<file path="src/rtl/sfpi_pkg.sv">
// serial flash pin front end: constants, types, behaviour list
// assumes one core clock; pins arrive unsynchronised
//
// Behaviour
// RULE1: select high: deselected, outputs high impedance
// RULE2: deselected idles unless internal cycle busy
// RULE3: select low makes device active
// RULE4: select falling edge needed before any instruction
// RULE5: single lane samples serial_in on rise
// RULE6: single lane output changes on fall
// RULE7: multi lane: sample rise, drive fall
// RULE8: quad only with quad_enable_bit; pins become lanes
// RULE9: protect pin with lock bits blocks writes
// RULE10: quad_enable_bit disables hardware protect function
// RULE11: pause: tri-state output, ignore input, stay selected
// RULE12: pause release resumes where it stopped
// RULE13: quad_enable_bit disables pause function
// RULE14: program_boost honoured only in single lane
// RULE15: 32768 pages of 256 bytes, one page
// RULE16: erase 4K sector, 32K, 64K blocks, chip
// RULE17: link clock at most 133 MHz
// RULE18: modes 0 and 3, idle level at select
// RULE19: pause edges count only while clock low
// RULE20: select high during pause resets serial logic
// RULE21: reset defaults to SPI, not four_wire mode
// RULE22: host releases lanes before device drives
package sfpi_pkg;
  // ==========================================================
  // register map (byte addresses)
  localparam logic [7:0] CTRL_ADDR   = 8'h00;
  localparam logic [7:0] STAT_ADDR   = 8'h04;
  localparam logic [7:0] TXD_ADDR    = 8'h08;
  localparam logic [7:0] RXD_ADDR    = 8'h0c;
  localparam logic [7:0] ERASE_ADDR  = 8'h10;
  localparam logic [31:0] CTRL_RST   = 32'h0000_0000;
  // ==========================================================
  // geometry
  localparam int PAGE_COUNT   = 32768;
  localparam int PAGE_BYTES   = 256;
  localparam int ADDR_W       = 23;
  localparam int SECTOR_BYTES = 4096;
  localparam int BLK32_BYTES  = 32768;
  localparam int BLK64_BYTES  = 65536;
  // ==========================================================
  // link timing: fastest link period and its core-clock count
  localparam int CLK_PERIOD_PS  = 8000;
  localparam int SCLK_MAX_MHZ   = 133;
  localparam int SCLK_MIN_PS    = 1000000 / SCLK_MAX_MHZ;
  localparam int SCLK_MIN_CYC   = (SCLK_MIN_PS + CLK_PERIOD_PS - 1) / CLK_PERIOD_PS;
  // an edge closer than this cannot be resolved by the samplers
  localparam logic [3:0] EDGE_GAP_MIN = 4'h2;
  // ==========================================================
  typedef enum logic [1:0] {
    W_SINGLE = 2'h0,
    W_DUAL   = 2'h1,
    W_QUAD   = 2'h2
  } sfpi_width_t;
  typedef enum logic [1:0] {
    ER_SECTOR = 2'h0,
    ER_BLK32  = 2'h1,
    ER_BLK64  = 2'h2,
    ER_CHIP   = 2'h3
  } sfpi_erase_t;
  typedef enum logic [2:0] {
    ST_IDLE   = 3'h1,
    ST_ACTIVE = 3'h2,
    ST_PAUSE  = 3'h4
  } sfpi_state_t;
  // software control word
  typedef struct packed {
    logic [2:0]  block_protect;   // 11..9
    logic        top_bottom_select;
    logic [1:0]  status_lock_bits;
    logic        busy;
    logic        drive_out;
    sfpi_width_t width;
    logic        four_wire_command_mode;
    logic        quad_enable_bit;
  } sfpi_ctrl_t;
endpackage

</file>
<file path="src/rtl/sfpi_sync.sv">
// two-flop synchroniser for a group of pin levels
// assumes levels only, no pulses narrower than two clocks
`timescale 1ns/10ps
`default_nettype none
module sfpi_sync #(
  parameter int W = 1
) (
  input  wire logic         clk,
  input  wire logic         rst_n,
  input  wire logic [W-1:0] d,
  output logic      [W-1:0] q
);
  typedef struct packed {
    logic [W-1:0] s1;
    logic [W-1:0] s2;
  } sfpi_sync_t;
  sfpi_sync_t st_r, st_nxt;

  // ==========================================================
  // first stage feeds only the second
  always_comb begin
    st_nxt.s1 = d;
    st_nxt.s2 = st_r.s1;
  end

  always_ff @(posedge clk or negedge rst_n) begin
    if (!rst_n) begin
      st_r <= '1;
    end else begin
      st_r <= st_nxt;
    end
  end

  assign q = st_r.s2;
endmodule
`default_nettype wire

</file>
<file path="src/rtl/sfpi_hold.sv">
// pause tracker for the hold pin
// assumes synchronised inputs on the core clock
`timescale 1ns/10ps
`default_nettype none
module sfpi_hold (
  input  wire logic clk,
  input  wire logic rst_n,
  input  wire logic cs_n,
  input  wire logic sclk,
  input  wire logic hold_n,
  input  wire logic enable,
  output logic      paused
);
  typedef struct packed {
    logic hold_d;
    logic paused;
  } sfpi_hold_t;
  sfpi_hold_t st_r, st_nxt;

  // ==========================================================
  // edges only count with clock low
  always_comb begin
    st_nxt        = st_r;
    st_nxt.hold_d = hold_n;
    if (cs_n || !enable) begin
      st_nxt.paused = 1'b0;                       // RULE20 RULE13
    end else if (st_r.hold_d && !hold_n && !sclk) begin
      st_nxt.paused = 1'b1;                       // RULE19
    end else if (!st_r.hold_d && hold_n && !sclk) begin
      st_nxt.paused = 1'b0;                       // RULE19 RULE12
    end
  end

  always_ff @(posedge clk or negedge rst_n) begin
    if (!rst_n) begin
      st_r <= '{hold_d: 1'b1, paused: 1'b0};
    end else begin
      st_r <= st_nxt;
    end
  end

  assign paused = st_r.paused;
endmodule
`default_nettype wire

</file>
<file path="src/rtl/sfpi_core.sv">
// serial flash pin front end with wishbone control registers
// assumes link pins asynchronous to CLOCK, link below CLOCK/4
//
// Our own choices: the placing of the registers and the Wishbone interface to the registers.
`timescale 1ns/10ps
`default_nettype none
module sfpi_core
  import sfpi_pkg::*;
(
  // clock and reset
  input  wire logic        CLOCK,
  input  wire logic        RST_N,
  // wishbone slave
  input  wire logic        WB_CYC_I,
  input  wire logic        WB_STB_I,
  input  wire logic        WB_WE_I,
  input  wire logic [7:0]  WB_ADR_I,
  input  wire logic [3:0]  WB_SEL_I,
  input  wire logic [31:0] WB_DAT_I,
  output logic      [31:0] WB_DAT_O,
  output logic             WB_ACK_O,
  // link pins
  input  wire logic        SELECT_N,
  input  wire logic        SCLK,
  input  wire logic [3:0]  DATA_LANE_I,
  output logic      [3:0]  DATA_LANE_O,
  output logic      [3:0]  DATA_LANE_OE_N,
  // side pins
  input  wire logic        PROGRAM_BOOST_REQ,
  output logic             STANDBY,
  output logic             BOOST_EN
);
  typedef struct packed {
    sfpi_state_t  state;
    logic         sclk_d;
    logic         cs_d;
    logic         armed;
    logic         idle_high;
    logic [7:0]   sh_in;
    logic [3:0]   in_cnt;
    logic [7:0]   sh_out;
    logic [3:0]   out_cnt;
    logic [7:0]   rx_byte;
    logic         rx_valid;
    logic [8:0]   page_cnt;
    logic         page_full;
    logic [3:0]   gap;
    logic         overspeed;
    logic [3:0]   lane_o;
    logic [3:0]   oe_n;
    sfpi_ctrl_t   ctrl;
    logic [7:0]   tx_byte;
    logic [ADDR_W-1:0] er_addr;
    sfpi_erase_t  er_kind;
    logic         ack;
    logic [31:0]  rdata;
    logic         standby;
    logic         boost;
  } sfpi_core_t;
  sfpi_core_t st_r, st_nxt;

  logic [6:0] pin_s;
  logic       cs_n_s;
  logic       sclk_s;
  logic [3:0] lane_s;
  logic       boost_s;
  logic       paused;
  logic       hw_protect;
  logic       sr_blocked;

  // ==========================================================
  // helpers
  function automatic logic [3:0] lane_bits(input sfpi_width_t w);
    case (w)
      W_DUAL:  lane_bits = 4'h2;
      W_QUAD:  lane_bits = 4'h4;
      default: lane_bits = 4'h1;
    endcase
  endfunction

  // quad falls back to single while quad_enable_bit is clear
  function automatic sfpi_width_t lane_width(input sfpi_ctrl_t c);
    lane_width = W_SINGLE;
    if (c.four_wire_command_mode) begin
      lane_width = W_QUAD;
    end else if (c.width == W_DUAL) begin
      lane_width = W_DUAL;
    end else if (c.width == W_QUAD && c.quad_enable_bit) begin
      lane_width = W_QUAD;                        // RULE8
    end
  endfunction

  // top bits of the out shifter onto the active lanes
  function automatic logic [3:0] out_lanes(input logic [7:0] s, input sfpi_width_t w);
    case (w)
      W_DUAL:  out_lanes = {2'h0, s[7:6]};        // RULE7
      W_QUAD:  out_lanes = s[7:4];                // RULE7
      default: out_lanes = {2'h0, s[7], 1'b0};    // RULE6
    endcase
  endfunction

  function automatic logic [ADDR_W-1:0] erase_base(
    input logic [ADDR_W-1:0] a, input sfpi_erase_t k);
    logic [ADDR_W-1:0] m;
    m = '0;
    case (k)
      ER_SECTOR: m = ADDR_W'(SECTOR_BYTES - 1);
      ER_BLK32:  m = ADDR_W'(BLK32_BYTES - 1);
      ER_BLK64:  m = ADDR_W'(BLK64_BYTES - 1);
      default:   m = '1;
    endcase
    erase_base = a & ~m;                          // RULE16
  endfunction

  // ==========================================================
  // pin synchronisers
  sfpi_sync #(.W(7)) u_sync (
    .clk   (CLOCK),
    .rst_n (RST_N),
    .d     ({PROGRAM_BOOST_REQ, SELECT_N, SCLK, DATA_LANE_I}),
    .q     (pin_s)
  );
  assign boost_s = pin_s[6];
  assign cs_n_s = pin_s[5];
  assign sclk_s = pin_s[4];
  assign lane_s = pin_s[3:0];

  // pause pin is lane three unless quad mode owns it
  sfpi_hold u_hold (
    .clk    (CLOCK),
    .rst_n  (RST_N),
    .cs_n   (cs_n_s),
    .sclk   (sclk_s),
    .hold_n (lane_s[3]),
    .enable (!st_r.ctrl.quad_enable_bit),         // RULE13
    .paused (paused)
  );

  // ==========================================================
  // effective lane width; quad falls back to single without enable
  sfpi_width_t eff_w;
  logic        rise;
  logic        fall;
  logic        cs_fall;
  logic        go;
  assign eff_w = lane_width(st_r.ctrl);
  // protect pin is lane two unless quad mode owns it
  assign hw_protect = !st_r.ctrl.quad_enable_bit && !lane_s[2];               // RULE9 RULE10
  assign sr_blocked = hw_protect && (st_r.ctrl.status_lock_bits != 2'h0);     // RULE9
  assign rise    = sclk_s && !st_r.sclk_d;
  assign fall    = !sclk_s && st_r.sclk_d;
  assign cs_fall = !cs_n_s && st_r.cs_d;
  assign go      = st_r.state == ST_ACTIVE;

  // ==========================================================
  // main next-state process: link, then registers
  logic [3:0]  nb;
  logic [7:0]  din;
  logic [3:0]  mask;
  logic        bus_req;
  sfpi_ctrl_t  wc;
  logic        byte_done;
  always_comb begin
    nb      = lane_bits(eff_w);
    byte_done = 1'b0;
    din     = '0;
    mask    = '0;
    bus_req = WB_CYC_I && WB_STB_I;
    wc      = sfpi_ctrl_t'(WB_DAT_I[11:0]);
    st_nxt  = st_r;
    st_nxt.sclk_d = sclk_s;
    st_nxt.cs_d   = cs_n_s;
    // edge spacing watch for an overfast link
    if (rise || fall) begin
      st_nxt.gap = '0;
      if (st_r.gap < EDGE_GAP_MIN && !cs_n_s) begin
        st_nxt.overspeed = 1'b1;                  // RULE17
      end
    end else if (st_r.gap != 4'hf) begin
      st_nxt.gap = st_r.gap + 4'h1;
    end
    // select and pause states
    case (st_r.state)
      ST_IDLE: begin
        if (cs_fall) begin
          st_nxt.state     = ST_ACTIVE;           // RULE3
          st_nxt.armed     = 1'b1;                // RULE4
          st_nxt.idle_high = sclk_s;              // RULE18
          st_nxt.in_cnt    = '0;
          st_nxt.out_cnt   = nb;
          st_nxt.page_cnt  = '0;
          st_nxt.page_full = 1'b0;
          // mode 0 host samples before any fall: first bits go out now
          st_nxt.sh_out    = st_r.tx_byte << nb;
          st_nxt.lane_o    = out_lanes(st_r.tx_byte, eff_w);   // RULE6
        end
      end
      ST_ACTIVE: begin
        if (cs_n_s) begin
          st_nxt.state = ST_IDLE;                 // RULE1
        end else if (paused) begin
          st_nxt.state = ST_PAUSE;                // RULE11
        end
      end
      ST_PAUSE: begin
        if (cs_n_s) begin
          st_nxt.state  = ST_IDLE;                // RULE20
          st_nxt.in_cnt = '0;
        end else if (!paused) begin
          st_nxt.state = ST_ACTIVE;               // RULE12
        end
      end
      default: st_nxt.state = ST_IDLE;
    endcase
    // inbound bits on rising link edges
    if (go && st_r.armed && rise) begin
      case (eff_w)
        W_DUAL:  din = {st_r.sh_in[5:0], lane_s[1:0]};       // RULE7
        W_QUAD:  din = {st_r.sh_in[3:0], lane_s};            // RULE7
        default: din = {st_r.sh_in[6:0], lane_s[0]};         // RULE5
      endcase
      st_nxt.sh_in = din;
      if (st_r.in_cnt + nb >= 4'h8) begin
        st_nxt.in_cnt   = '0;
        st_nxt.rx_byte  = din;
        st_nxt.rx_valid = 1'b1;
        byte_done       = 1'b1;
        if (st_r.page_cnt == 9'(PAGE_BYTES)) begin
          st_nxt.page_full = 1'b1;                // RULE15
        end else begin
          st_nxt.page_cnt = st_r.page_cnt + 9'h1;
        end
      end else begin
        st_nxt.in_cnt = st_r.in_cnt + nb;
      end
    end
    // outbound bits change on falling link edges
    if (go && st_r.armed && fall && st_r.ctrl.drive_out) begin
      st_nxt.lane_o = out_lanes(st_r.sh_out, eff_w);         // RULE6 RULE7
      if (st_r.out_cnt + nb >= 4'h8) begin
        st_nxt.out_cnt = '0;
        st_nxt.sh_out  = st_r.tx_byte;
      end else begin
        st_nxt.out_cnt = st_r.out_cnt + nb;
        st_nxt.sh_out  = st_r.sh_out << nb;
      end
    end
    // lane drivers: only while selected, not paused, driving
    if (st_nxt.state == ST_ACTIVE && st_r.ctrl.drive_out) begin
      case (eff_w)
        W_DUAL:  mask = 4'h3;
        W_QUAD:  mask = 4'hf;
        default: mask = 4'h2;
      endcase
    end
    st_nxt.oe_n = ~mask;                          // RULE1 RULE11
    // wishbone: answer one cycle after the request edge
    st_nxt.ack = bus_req && !st_r.ack;
    if (bus_req && !st_r.ack) begin
      case (WB_ADR_I)
        CTRL_ADDR:  st_nxt.rdata = {20'h0, st_r.ctrl};
        STAT_ADDR:  st_nxt.rdata = {7'h0, st_r.page_cnt, 6'h0,
                                    st_r.idle_high, st_r.overspeed,
                                    st_r.page_full, BOOST_EN,
                                    hw_protect, sr_blocked, st_r.armed,
                                    paused, STANDBY, !cs_n_s};
        TXD_ADDR:   st_nxt.rdata = {24'h0, st_r.tx_byte};
        RXD_ADDR:   st_nxt.rdata = {23'h0, st_r.rx_valid, st_r.rx_byte};
        ERASE_ADDR: st_nxt.rdata = {6'h0, st_r.er_kind, 1'b0,
                                    erase_base(st_r.er_addr, st_r.er_kind)};
        default:    st_nxt.rdata = '0;
      endcase
    end
    // side effects at the edge where ack is seen
    if (bus_req && st_r.ack) begin
      // a byte landing in the same cycle wins over the read clear
      if (!WB_WE_I && WB_ADR_I == RXD_ADDR && !byte_done) begin
        st_nxt.rx_valid = 1'b0;
      end
      if (WB_WE_I && WB_ADR_I == CTRL_ADDR && WB_SEL_I[0]) begin
        if (!sr_blocked) begin
          st_nxt.ctrl = wc;                       // RULE9
          st_nxt.ctrl.four_wire_command_mode =
            wc.four_wire_command_mode && wc.quad_enable_bit;  // RULE8
        end else begin
          st_nxt.ctrl.drive_out = wc.drive_out;
          st_nxt.ctrl.width     = wc.width;
          st_nxt.ctrl.busy      = wc.busy;
        end
      end
      if (WB_WE_I && WB_ADR_I == TXD_ADDR && WB_SEL_I[0]) begin
        st_nxt.tx_byte = WB_DAT_I[7:0];
      end
      if (WB_WE_I && WB_ADR_I == ERASE_ADDR && WB_SEL_I == 4'hf) begin
        st_nxt.er_addr = WB_DAT_I[ADDR_W-1:0];
        st_nxt.er_kind = sfpi_erase_t'(WB_DAT_I[25:24]);
      end
    end
    // power and boost follow the settled next state
    st_nxt.standby = st_nxt.state == ST_IDLE && !st_nxt.ctrl.busy;          // RULE2
    st_nxt.boost   = boost_s && lane_width(st_nxt.ctrl) == W_SINGLE;        // RULE14
  end

  // ==========================================================
  // state register; reset leaves the link deselected in SPI mode
  always_ff @(posedge CLOCK or negedge RST_N) begin
    if (!RST_N) begin
      st_r         <= '0;
      st_r.state   <= ST_IDLE;
      st_r.sclk_d  <= 1'b1;
      st_r.cs_d    <= 1'b1;
      st_r.oe_n    <= 4'hf;
      st_r.standby <= 1'b1;
      st_r.ctrl    <= sfpi_ctrl_t'(CTRL_RST[11:0]);  // RULE21
    end else begin
      st_r <= st_nxt;
    end
  end

  // outputs straight from flops
  assign WB_DAT_O       = st_r.rdata;
  assign WB_ACK_O       = st_r.ack;
  assign DATA_LANE_O    = st_r.lane_o;
  assign DATA_LANE_OE_N = st_r.oe_n;
  assign STANDBY        = st_r.standby;
  assign BOOST_EN       = st_r.boost;
endmodule
`default_nettype wire

</file>
<file path="config.mk">
export PLATFORM = sky130hd
export DESIGN_NAME = sfpi_core
export DESIGN_NICKNAME = d
export VERILOG_FILES = /design/src/rtl/sfpi_pkg.sv /design/src/rtl/sfpi_sync.sv /design/src/rtl/sfpi_hold.sv /design/src/rtl/sfpi_core.sv
export SDC_FILE = /design/constraint.sdc
export NUM_CORES = 1
export LEC_CHECK = 0
export CAP_MARGIN = 20
export CORE_ASPECT_RATIO = 1.4
export CORE_MARGIN = 2
export CORE_UTILIZATION = 35
export CTS_BUF_LIST = sky130_fd_sc_hd__clkbuf_2
export CTS_CLUSTER_SIZE = 10
export DETAILED_ROUTE_END_ITERATION = 16
export DONT_BUFFER_PORTS = 1
export GPL_TIMING_DRIVEN = 0
export SYNTH_ARGS = -nofsm -noshare
export SYNTH_HDL_FRONTEND = slang
export SYNTH_SLANG_ARGS = --single-unit
</file>
<file path="constraint.sdc">
create_clock -name CLOCK -period 3.75 [get_ports CLOCK]
set_input_delay 0.5625 -clock CLOCK [delete_from_list [all_inputs] [get_ports CLOCK]]
set_output_delay 0.5625 -clock CLOCK [all_outputs]
set_load 0.02 [all_outputs]
</file>
[Yosys cells after proc, flatten, opt, wreduce, memory -nomap -nowiden]
Cells that the tools add are included.
Storage, ports and cells
  bits in registers: 158
  output and inout port bits: 43
  logic and storage cells: 186
Operators by class
  $add $sub $neg: 4
  order comparisons: 3
  equal/unequal tests: 22
  shift-type cells: 2
  multiplexer cells: 53
  bitwise logic cells: 4
  reductions and logical operators: 62
Operators by type and width (count)
  one-hot mux 26 bit (5 select lines): 1
  one-hot mux 23 bit (3 select lines): 1
  two-way mux 23 bit: 2
  two-way mux 39 bit: 1
  two-way mux 12 bit: 3
  two-way mux 4 bit: 9
  one-hot mux 4 bit (2 select lines): 4
  logical AND 1 bit: 31
  two-way mux 25 bit: 1
  bitwise AND 23 bit: 1
  inverter 23 bit: 1
  two-way mux 11 bit: 2
  two-way mux 10 bit: 2
  == test 8 x 4 -> 1 bit, second input constant: 2
  two-way mux 16 bit: 1
  one-hot mux 8 bit (2 select lines): 1
  left shift 8 x 4 -> 8 bit: 2
  two-way mux 3 bit: 5
  two-way mux 2 bit: 7
  AND reduction 2 bit: 7
  zero test 1 bit: 11
  adder 9 x 1 -> 9 bit, second input constant: 1
  == test 9 bit, second input constant: 1
  two-way mux 9 bit: 1
  28 further kinds: 52

[Longest topological paths before layout]
Gate-level depths: netlist of run 1.
  word-level depth: 15
  depth in mapped cells: 12
  mapped depth without buffers: 9

[Modules after synthesis]
Synthesis of run 1 repeated with hierarchy kept, for this count alone.
Unflattened totals
  cell total of the unflattened synthesis: 650
  area, all modules: 7038.0 sq um
Modules (own cells, without submodules)
  sfpi_core: times used 1, cells each 629, area an instance 6588.8 sq um
  sfpi_sync: times used 1, cells each 14, area an instance 367.9 sq um
  sfpi_hold: times used 1, cells each 7, area an instance 81.3 sq um

[Least setup slack after synthesis of run 1]
Ideal clock, no wire load.
  path type: register to register
  start point: register st_r[70] in the netlist's numbering
  end point: register st_r[96] in the netlist's numbering
  setup time: 118 ps
  data arrival time: 3095 ps
  path slack: 537 ps
  cell stages (with the launch flop): 12
  period minus slack after synthesis: 3213 ps
  cell sequence: dfrtp_1 -> clkbuf_1 -> or3b_2 -> inv_1 -> clkbuf_1 -> ha_1 -> and3_1 -> or3_1 -> nand4b_1 -> clkbuf_1 -> nor3b_1 -> a21o_1
RTL lines
  start, declared: line sfpi_core.sv:60  | sfpi_core_t st_r, st_nxt;
  start signal, assigned: line sfpi_core.sv:316  | st_r <= st_nxt;

==> results of run 1 <==
==> metrics by stage <==
stage          std cells  power [uW]  cell area [um2]  hold slack (ns)   util
2_1_floorplan        652        1710             6920            0.267      -
3_3_place_gp         900        1740             7230            0.272  0.375
3_5_place_dp         900        1750             7230            0.273  0.375
4_1_cts              964        2620             7780          0.00597  0.404
5_1_grt              967        2730             7820           0.0249  0.405
6_report             967        2600             7820           0.0827  0.405
==> final cells by class <==
| type | count | area, um2 |
|---|---|---|
| fill | 1857 | 11500 |
| sequential | 139 | 3510 |
| multi-input combinational | 419 | 2910 |
| buffer | 73 | 437 |
| timing repair buffer | 36 | 378 |
| tap | 248 | 310 |
| clock buffer | 20 | 100 |
| clock inverter | 12 | 96.3 |
| inverter | 19 | 77.6 |
| antenna | 1 | 2.50 |
==> repair_timing <==
action                                  4_1_cts  5_1_grt
endpoints found under the setup margin       31       23
hold endpoints to repair                    178        2
resized for setup                             2        3
hold buffers                                 34        2
pin swaps                                     0        0
==> registers in the layout, summed over array words and instances, names as in the netlist <==
| register | count |
|---|---|
| BOOST_EN | 1 |
| u_hold.paused | 1 |
| u_sync.q | 7 |
| st_r | 87 |
| DATA_LANE_OE_N | 3 |
| WB_ACK_O | 1 |
| STANDBY | 1 |
| u_sync.st_nxt | 7 |
| u_hold.st_r | 1 |
| WB_DAT_O | 26 |
| DATA_LANE_O | 4 |
==> worst min-delay path, stage by stage <==
cell      delay (ns)
nand3b_1        0.06
o211ai_1        0.11
a311oi_2        0.05
==> where the power goes <==
group	total [uW]	internal [uW]	leakage [uW]	switching (uW)
Sequential	1590	1550	0.00182	37.9
Clock	810	244	0.000134	566
Combinational	203	83.9	0.00169	119
==> cells in the mapped netlist, types with 4 or more instances <==
master    instances
a211oi_1          5
a21o_1            6
a21oi_1          17
a221oi_1         12
a22o_1            4
a22oi_1          13
and3_1           14
buf_4            41
clkbuf_1         29
dfrtp_1         117
dfstp_2          22
ha_1             11
inv_1            17
mux2_2           33
mux2i_1          16
mux4_2            9
nand2_1          76
nand2b_1          4
nand3_1          40
nand3b_1          4
nor2_1           30
nor2b_1           6
nor3_1            6
nor4_1            4
o21ai_0          36
o22ai_1           7
or3_1             4
xnor2_1           4
==> cell families (layout without fill, tap and decap cells) <==
logic type,count (synthesis),in the layout,share of synthesized area
flops,139,139,0.508
mux,58,58,0.106
buf+inv,94,160,0.0747
xor+xnor,7,7,0.00888
simple gates,210,210,0.152
compound gates,125,125,0.124
fa+ha+maj,13,13,0.0257
other cells,1,7,0.000543
==> per-layer routing <==
layer  vias to the layer above  share of wire  GRT usage
met5                         -              0          0
met4                         0          0.026     0.0790
met3                        36          0.057     0.0405
met1                      2702           0.40      0.209
li1                       2401              -          -
met2                       208           0.52      0.322
==> worst max path at each step <==
stage / startpoint / end / slack [ns] / depth (start not counted)
finish: st_r[70]$_DFF_PN0_ / st_r[99]$_DFF_PN0_ / 0.22 / 10
global route: st_r[70]$_DFF_PN0_ / st_r[123]$_DFFE_PN0P_ / 0.06 / 10
CTS: st_r[70]$_DFF_PN0_ / st_r[123]$_DFFE_PN0P_ / 0.04 / 10
detailed placement: st_r[68]$_DFF_PN0_ / st_r[96]$_DFF_PN0_ / -0.63 / 12
global placement: st_r[68]$_DFF_PN0_ / st_r[96]$_DFF_PN0_ / -0.61 / 12
floorplan: st_r[70]$_DFF_PN0_ / st_r[96]$_DFF_PN0_ / 0.54 / 11
==> impl_metrics.ini, run 1 <==
[outcome]
status = finished, final reports clean

[floorplanning]
dieWidth_um = 123
core.rowCount = 60
coreArea_um2 = 19300
num_io_pins = 99
die-area_um2 = 20900
start_util = 0.358
die_y_um = 170

[critical_path]
r2r_cells = 10
required_ns = 4.42
crit_slowest_cell = or3b_2
worstPathMaxFanout = 15
r2r_start = st_r[70]$_DFF_PN0_
worst_path_dominant_cell_family = simple AND/OR/NAND/NOR gates
r2r_slack_ns = 0.22
setup.worst_path.start_class = flop
slowest_delay_ns = 0.61
crit_buf_inv = 3
cp.arrival_ns = 4.20
timing.rr.end = st_r[99]$_DFF_PN0_
end_kind = flop
crit_chain = clkbuf_1 -> or3b_2 -> clkinvlp_4 -> ha_1 -> and3_1 -> o21ai_0 -> and3b_1 -> clkbuf_1 -> nand3_1 -> nand3_1
path_class = reg -> reg

[clock_network]
htreeDepth = 4
cts_tree = done
postCtsSetupBuffers = 0
clk_pin_slew_ns = 0.19
numCtsBuffers = 17
cts.sinks = 139
cts.path.max_buffers = 2
root_buffer = clkbuf_2
clkLatencyLatePin_ns = 0.74

[placed_design]
hpwl_um = 13500
port_buffers = 0
gp_congestion = 0.898
place_ws_ns = -0.633

[detailed_routing]
ant_nets = 0
vias = 5347
first_iter_violations = 333
drt-total-wl_um = 18800
avgViaCountPerCell = 5.53
drt-pass1-iter-count = 5
post_drt_wl_per_cell_um = 19.4
drc = 0

[grt]
antenna_found_initial = 1
grt_max_degree = 140
grt_usage = 0.183
grt_pass1_wl_um = 28700
grt_pass1_vias = 5267
grt-ovfl-total = 0

[timing]
final-hold-violation-count = 0
max_freq_ghz = 0.283
post-route-period-util = 0.941
setup_tns_ns = 0
setup_violations = 0
rsz0062_at_grt = no
worst_pin_slew_ns = 0.831
timing.slew.headroom = 0.442
skew_ns = 0.0360
setup_slack_ns = 0.223
layout_min_cycle_time_ns = 3.53
slew_viol_final = 0

[layout]
final_common_cell = dfrtp_1
drive_above_1_share = 0.208
nets = 774
layout_common_cells = 117 x dfrtp_1, 76 x nand2_1, 41 x buf_4
syn2layout_area_growth_pct = 13.2

[logic_synthesis]
synth.distinct_cells = 62
synthTopCellsByArea = dfrtp_1 42%, dfstp_2 8.4%, mux2_2 5.4%
synth-seq-area-share = 0.508
synth_seq_cells = 139
synth_area_um2 = 6910
yosys_warnings = 0
synth_top_area_cell = dfrtp_1
syn_inst = 647
synthFlopType = dfrtp_1
synth-edff-count = 0
avgSynthCellArea_um2 = 10.7
ys_async_sr_fraction = 1.00
synth_top_cell_area_share = 0.424

[hold_path]
holdPathEnd = BOOST_EN$_DFF_PN0_
hold_depth = 3
hold_class = in -> reg
min_from = WB_DAT_I[2]

[job]
maxCapViolCount = 0

[power_and_ir_drop]
p_leak_uw = 0.00365
vdd.ir_drop.worst_mv = 0.136
power_density_nw_per_um2 = 332
(Power assumes the default switching activity.)
==> run 2, diff against run 1 <==
--- a/config.mk
+++ b/config.mk
@@ -8,7 +8,7 @@
 export CAP_MARGIN = 20
 export CORE_ASPECT_RATIO = 1.4
 export CORE_MARGIN = 2
-export CORE_UTILIZATION = 35
+export CORE_UTILIZATION = 45
 export CTS_BUF_LIST = sky130_fd_sc_hd__clkbuf_2
 export CTS_CLUSTER_SIZE = 10
 export DETAILED_ROUTE_END_ITERATION = 16
==> constraint.sdc (replaced) <==
create_clock -name CLOCK -period 3.9 [get_ports CLOCK]
set_input_delay 0.585 -clock CLOCK [delete_from_list [all_inputs] [get_ports CLOCK]]
set_output_delay 0.585 -clock CLOCK [all_outputs]
set_load 0.02 [all_outputs]
==> run 2 against run 1 <==
  * Worst setup slack improved by 0.046 ns
  * Sequential cell count unchanged
  * Register-to-register slack improved by 0.05 ns
  * First-iteration DRC count increased by 44%
  * Global-route usage increased by 4.6 points
  * Largest power group unchanged
==> impl_metrics.ini, run 2 (synthesized netlist as in run 1, its figures left out) <==
[critical_path]
cp.arrival_ns = 4.24
crit_buf_inv = 3
worstPathMaxFanout = 15
end_kind = flop
slowest_delay_ns = 0.61
r2r_start = st_r[70]$_DFF_PN0_
path_class = reg -> reg
crit_start = st_r[70]$_DFF_PN0_
crit_chain = clkbuf_1 -> or3b_2 -> clkinvlp_4 -> ha_1 -> a21o_1 -> a21oi_1 -> xnor2_1 -> clkbuf_1 -> mux2i_1 -> mux2i_1
worst_path_dominant_cell_family = buffers and inverters
crit_slowest_cell = or3b_2
required_ns = 4.51
setup.worst_path.start_class = flop

[layout]
largest_reg_flops = 87
top_register = st_r
final_common_cell = dfrtp_1
drive_above_1_share = 0.213
fin_util = 0.517
layout_common_cells = 117 x dfrtp_1, 76 x nand2_1, 41 x buf_4
fillers = 1399
nets = 773
final_area_um2 = 7750
syn2layout_area_growth_pct = 12.2

[timing]
rsz0062_at_grt = no
skew_ns = 0.0503
timing.slew.headroom = 0.414
worst_pin_slew_ns = 0.873
max_freq_ghz = 0.275
layout_min_cycle_time_ns = 3.63
setup_violations = 0
final-hold-violation-count = 0
post-route-period-util = 0.931
slew_viol_final = 0

[placed_design]
gp_congestion = 0.932
hpwl_um = 12600
placed_area_um2 = 7160
port_buffers = 0

[hold_path]
hold_class = in -> reg
min_from = WB_DAT_I[2]

[grt]
grt_pass1_vias = 5165
grt_pass1_wl_um = 27900
grt-ovfl-total = 0
antenna_found_initial = 1
grt_usage = 0.228
grt_max_degree = 140

[detailed_routing]
first_iter_violations = 481
drt-pass1-iter-count = 7
ant_nets = 0
avgViaCountPerCell = 5.74
vias = 5226
drt-total-wl_um = 17800
drc = 0
post_drt_wl_per_cell_um = 19.6

[power_and_ir_drop]
switching_share = 0.293
p_clk_frac = 0.308
p_leak_uw = 0.00364
power_density_nw_per_um2 = 320
intPower_uw = 1760
seqPwrFrac = 0.613
vdd.ir_drop.worst_mv = 0.226
p_comb_frac = 0.079
power.switching_uw = 727

[clock_network]
cts_tree = done
cts.sinks = 139
clkLatencyLatePin_ns = 0.75
numCtsBuffers = 17
postCtsSetupBuffers = 0
htreeDepth = 4
cts.path.max_buffers = 2
clk_pin_slew_ns = 0.20
root_buffer = clkbuf_2

[floorplanning]
core.rowCount = 53
num_io_pins = 99
start_util = 0.461
die-area_um2 = 16400
dieWidth_um = 109
die_y_um = 151
coreArea_um2 = 15000

[job]
maxCapViolCount = 0

[outcome]
status = finished, final reports clean
[run 2: cell types whose count changed in the layout (fill, tap and decap cells not counted), moves of 2 or more]
cell,previous run,this run
inv_4,4,0
inv_6,1,5
clkbuf_1,27,25
clkinv_1,3,1
clkinv_4,1,3
clkinvlp_4,2,4
[run 2: repair_timing]
action	4_1_cts	5_1_grt
resized for setup	2	7
pin swaps	0	0
cloned	0	0
endpoints found under the setup margin	27	21
hold endpoints to repair	179	0
hold buffers	35	0
[run 2: area by class of cell]
class | instances | area [um2] | share of cell area
inverter | 19 | 76.3 | 0.00985
clock buffer | 19 | 95.1 | 0.0123
timing repair buffer | 35 | 368 | 0.0475
antenna | 1 | 2.50 | 0.000323
tap | 192 | 240 | 0.0310
buffer | 73 | 439 | 0.0567
sequential | 139 | 3510 | 0.452
multi-input combinational | 419 | 2920 | 0.376
clock inverter | 13 | 109 | 0.0140
[run 2: worst paths after layout]
check	slack (ns)	cells past startpoint	end
min	0.08	3	st_r[70]$_DFF_PN0_
max reg2reg	0.27	10	st_r[118]$_DFFE_PN0P_
min in group asynchronous	0.54	2	WB_DAT_O[14]$_DFFE_PN0P_
min reg2reg	0.36	0	u_sync.q[4]$_DFF_PN1_
max in group asynchronous	2.87	2	st_r[74]$_DFFE_PN0P_
max	0.27	10	st_r[118]$_DFFE_PN0P_
[run 2: worst min-delay path, cell delays in order]
cell	delay [ns]
nand2_1	0.03
o21a_1	0.12
inv_1	0.05
[run 2: routing by layer]
metal  wire length [um]  vias up  GRT usage
met5                  0        -          0
met4                440        0     0.0744
met3                942       35     0.0597
met2               9220      191      0.403
met1               7240     2586      0.268
li1                   -     2414          -
[run 2: metrics by stage]
step           std cells  TNS, ns  hold slack, ns  setup WS (ns)  power [uW]
2_1_floorplan        652        0           0.289          0.687        1640
3_3_place_gp         844    -7.27           0.296         -0.389        1680
3_5_place_dp         844    -6.42           0.297         -0.389        1680
4_1_cts              910        0         0.00673         0.0404        2520
5_1_grt              910        0         0.00255         0.0831        2600
6_report             910        0          0.0786          0.268        2480
[run 2: power by group through the flow]
| stage | clock network [uW] | logic (uW) | registers, uW |
|---|---|---|---|
| finish | 765 | 195 | 1520 |
| global route | 854 | 217 | 1530 |
| CTS | 800 | 197 | 1520 |
| detailed placement | 0 | 134 | 1550 |
| global placement | 0 | 132 | 1550 |
| floorplan | 0 | 104 | 1540 |
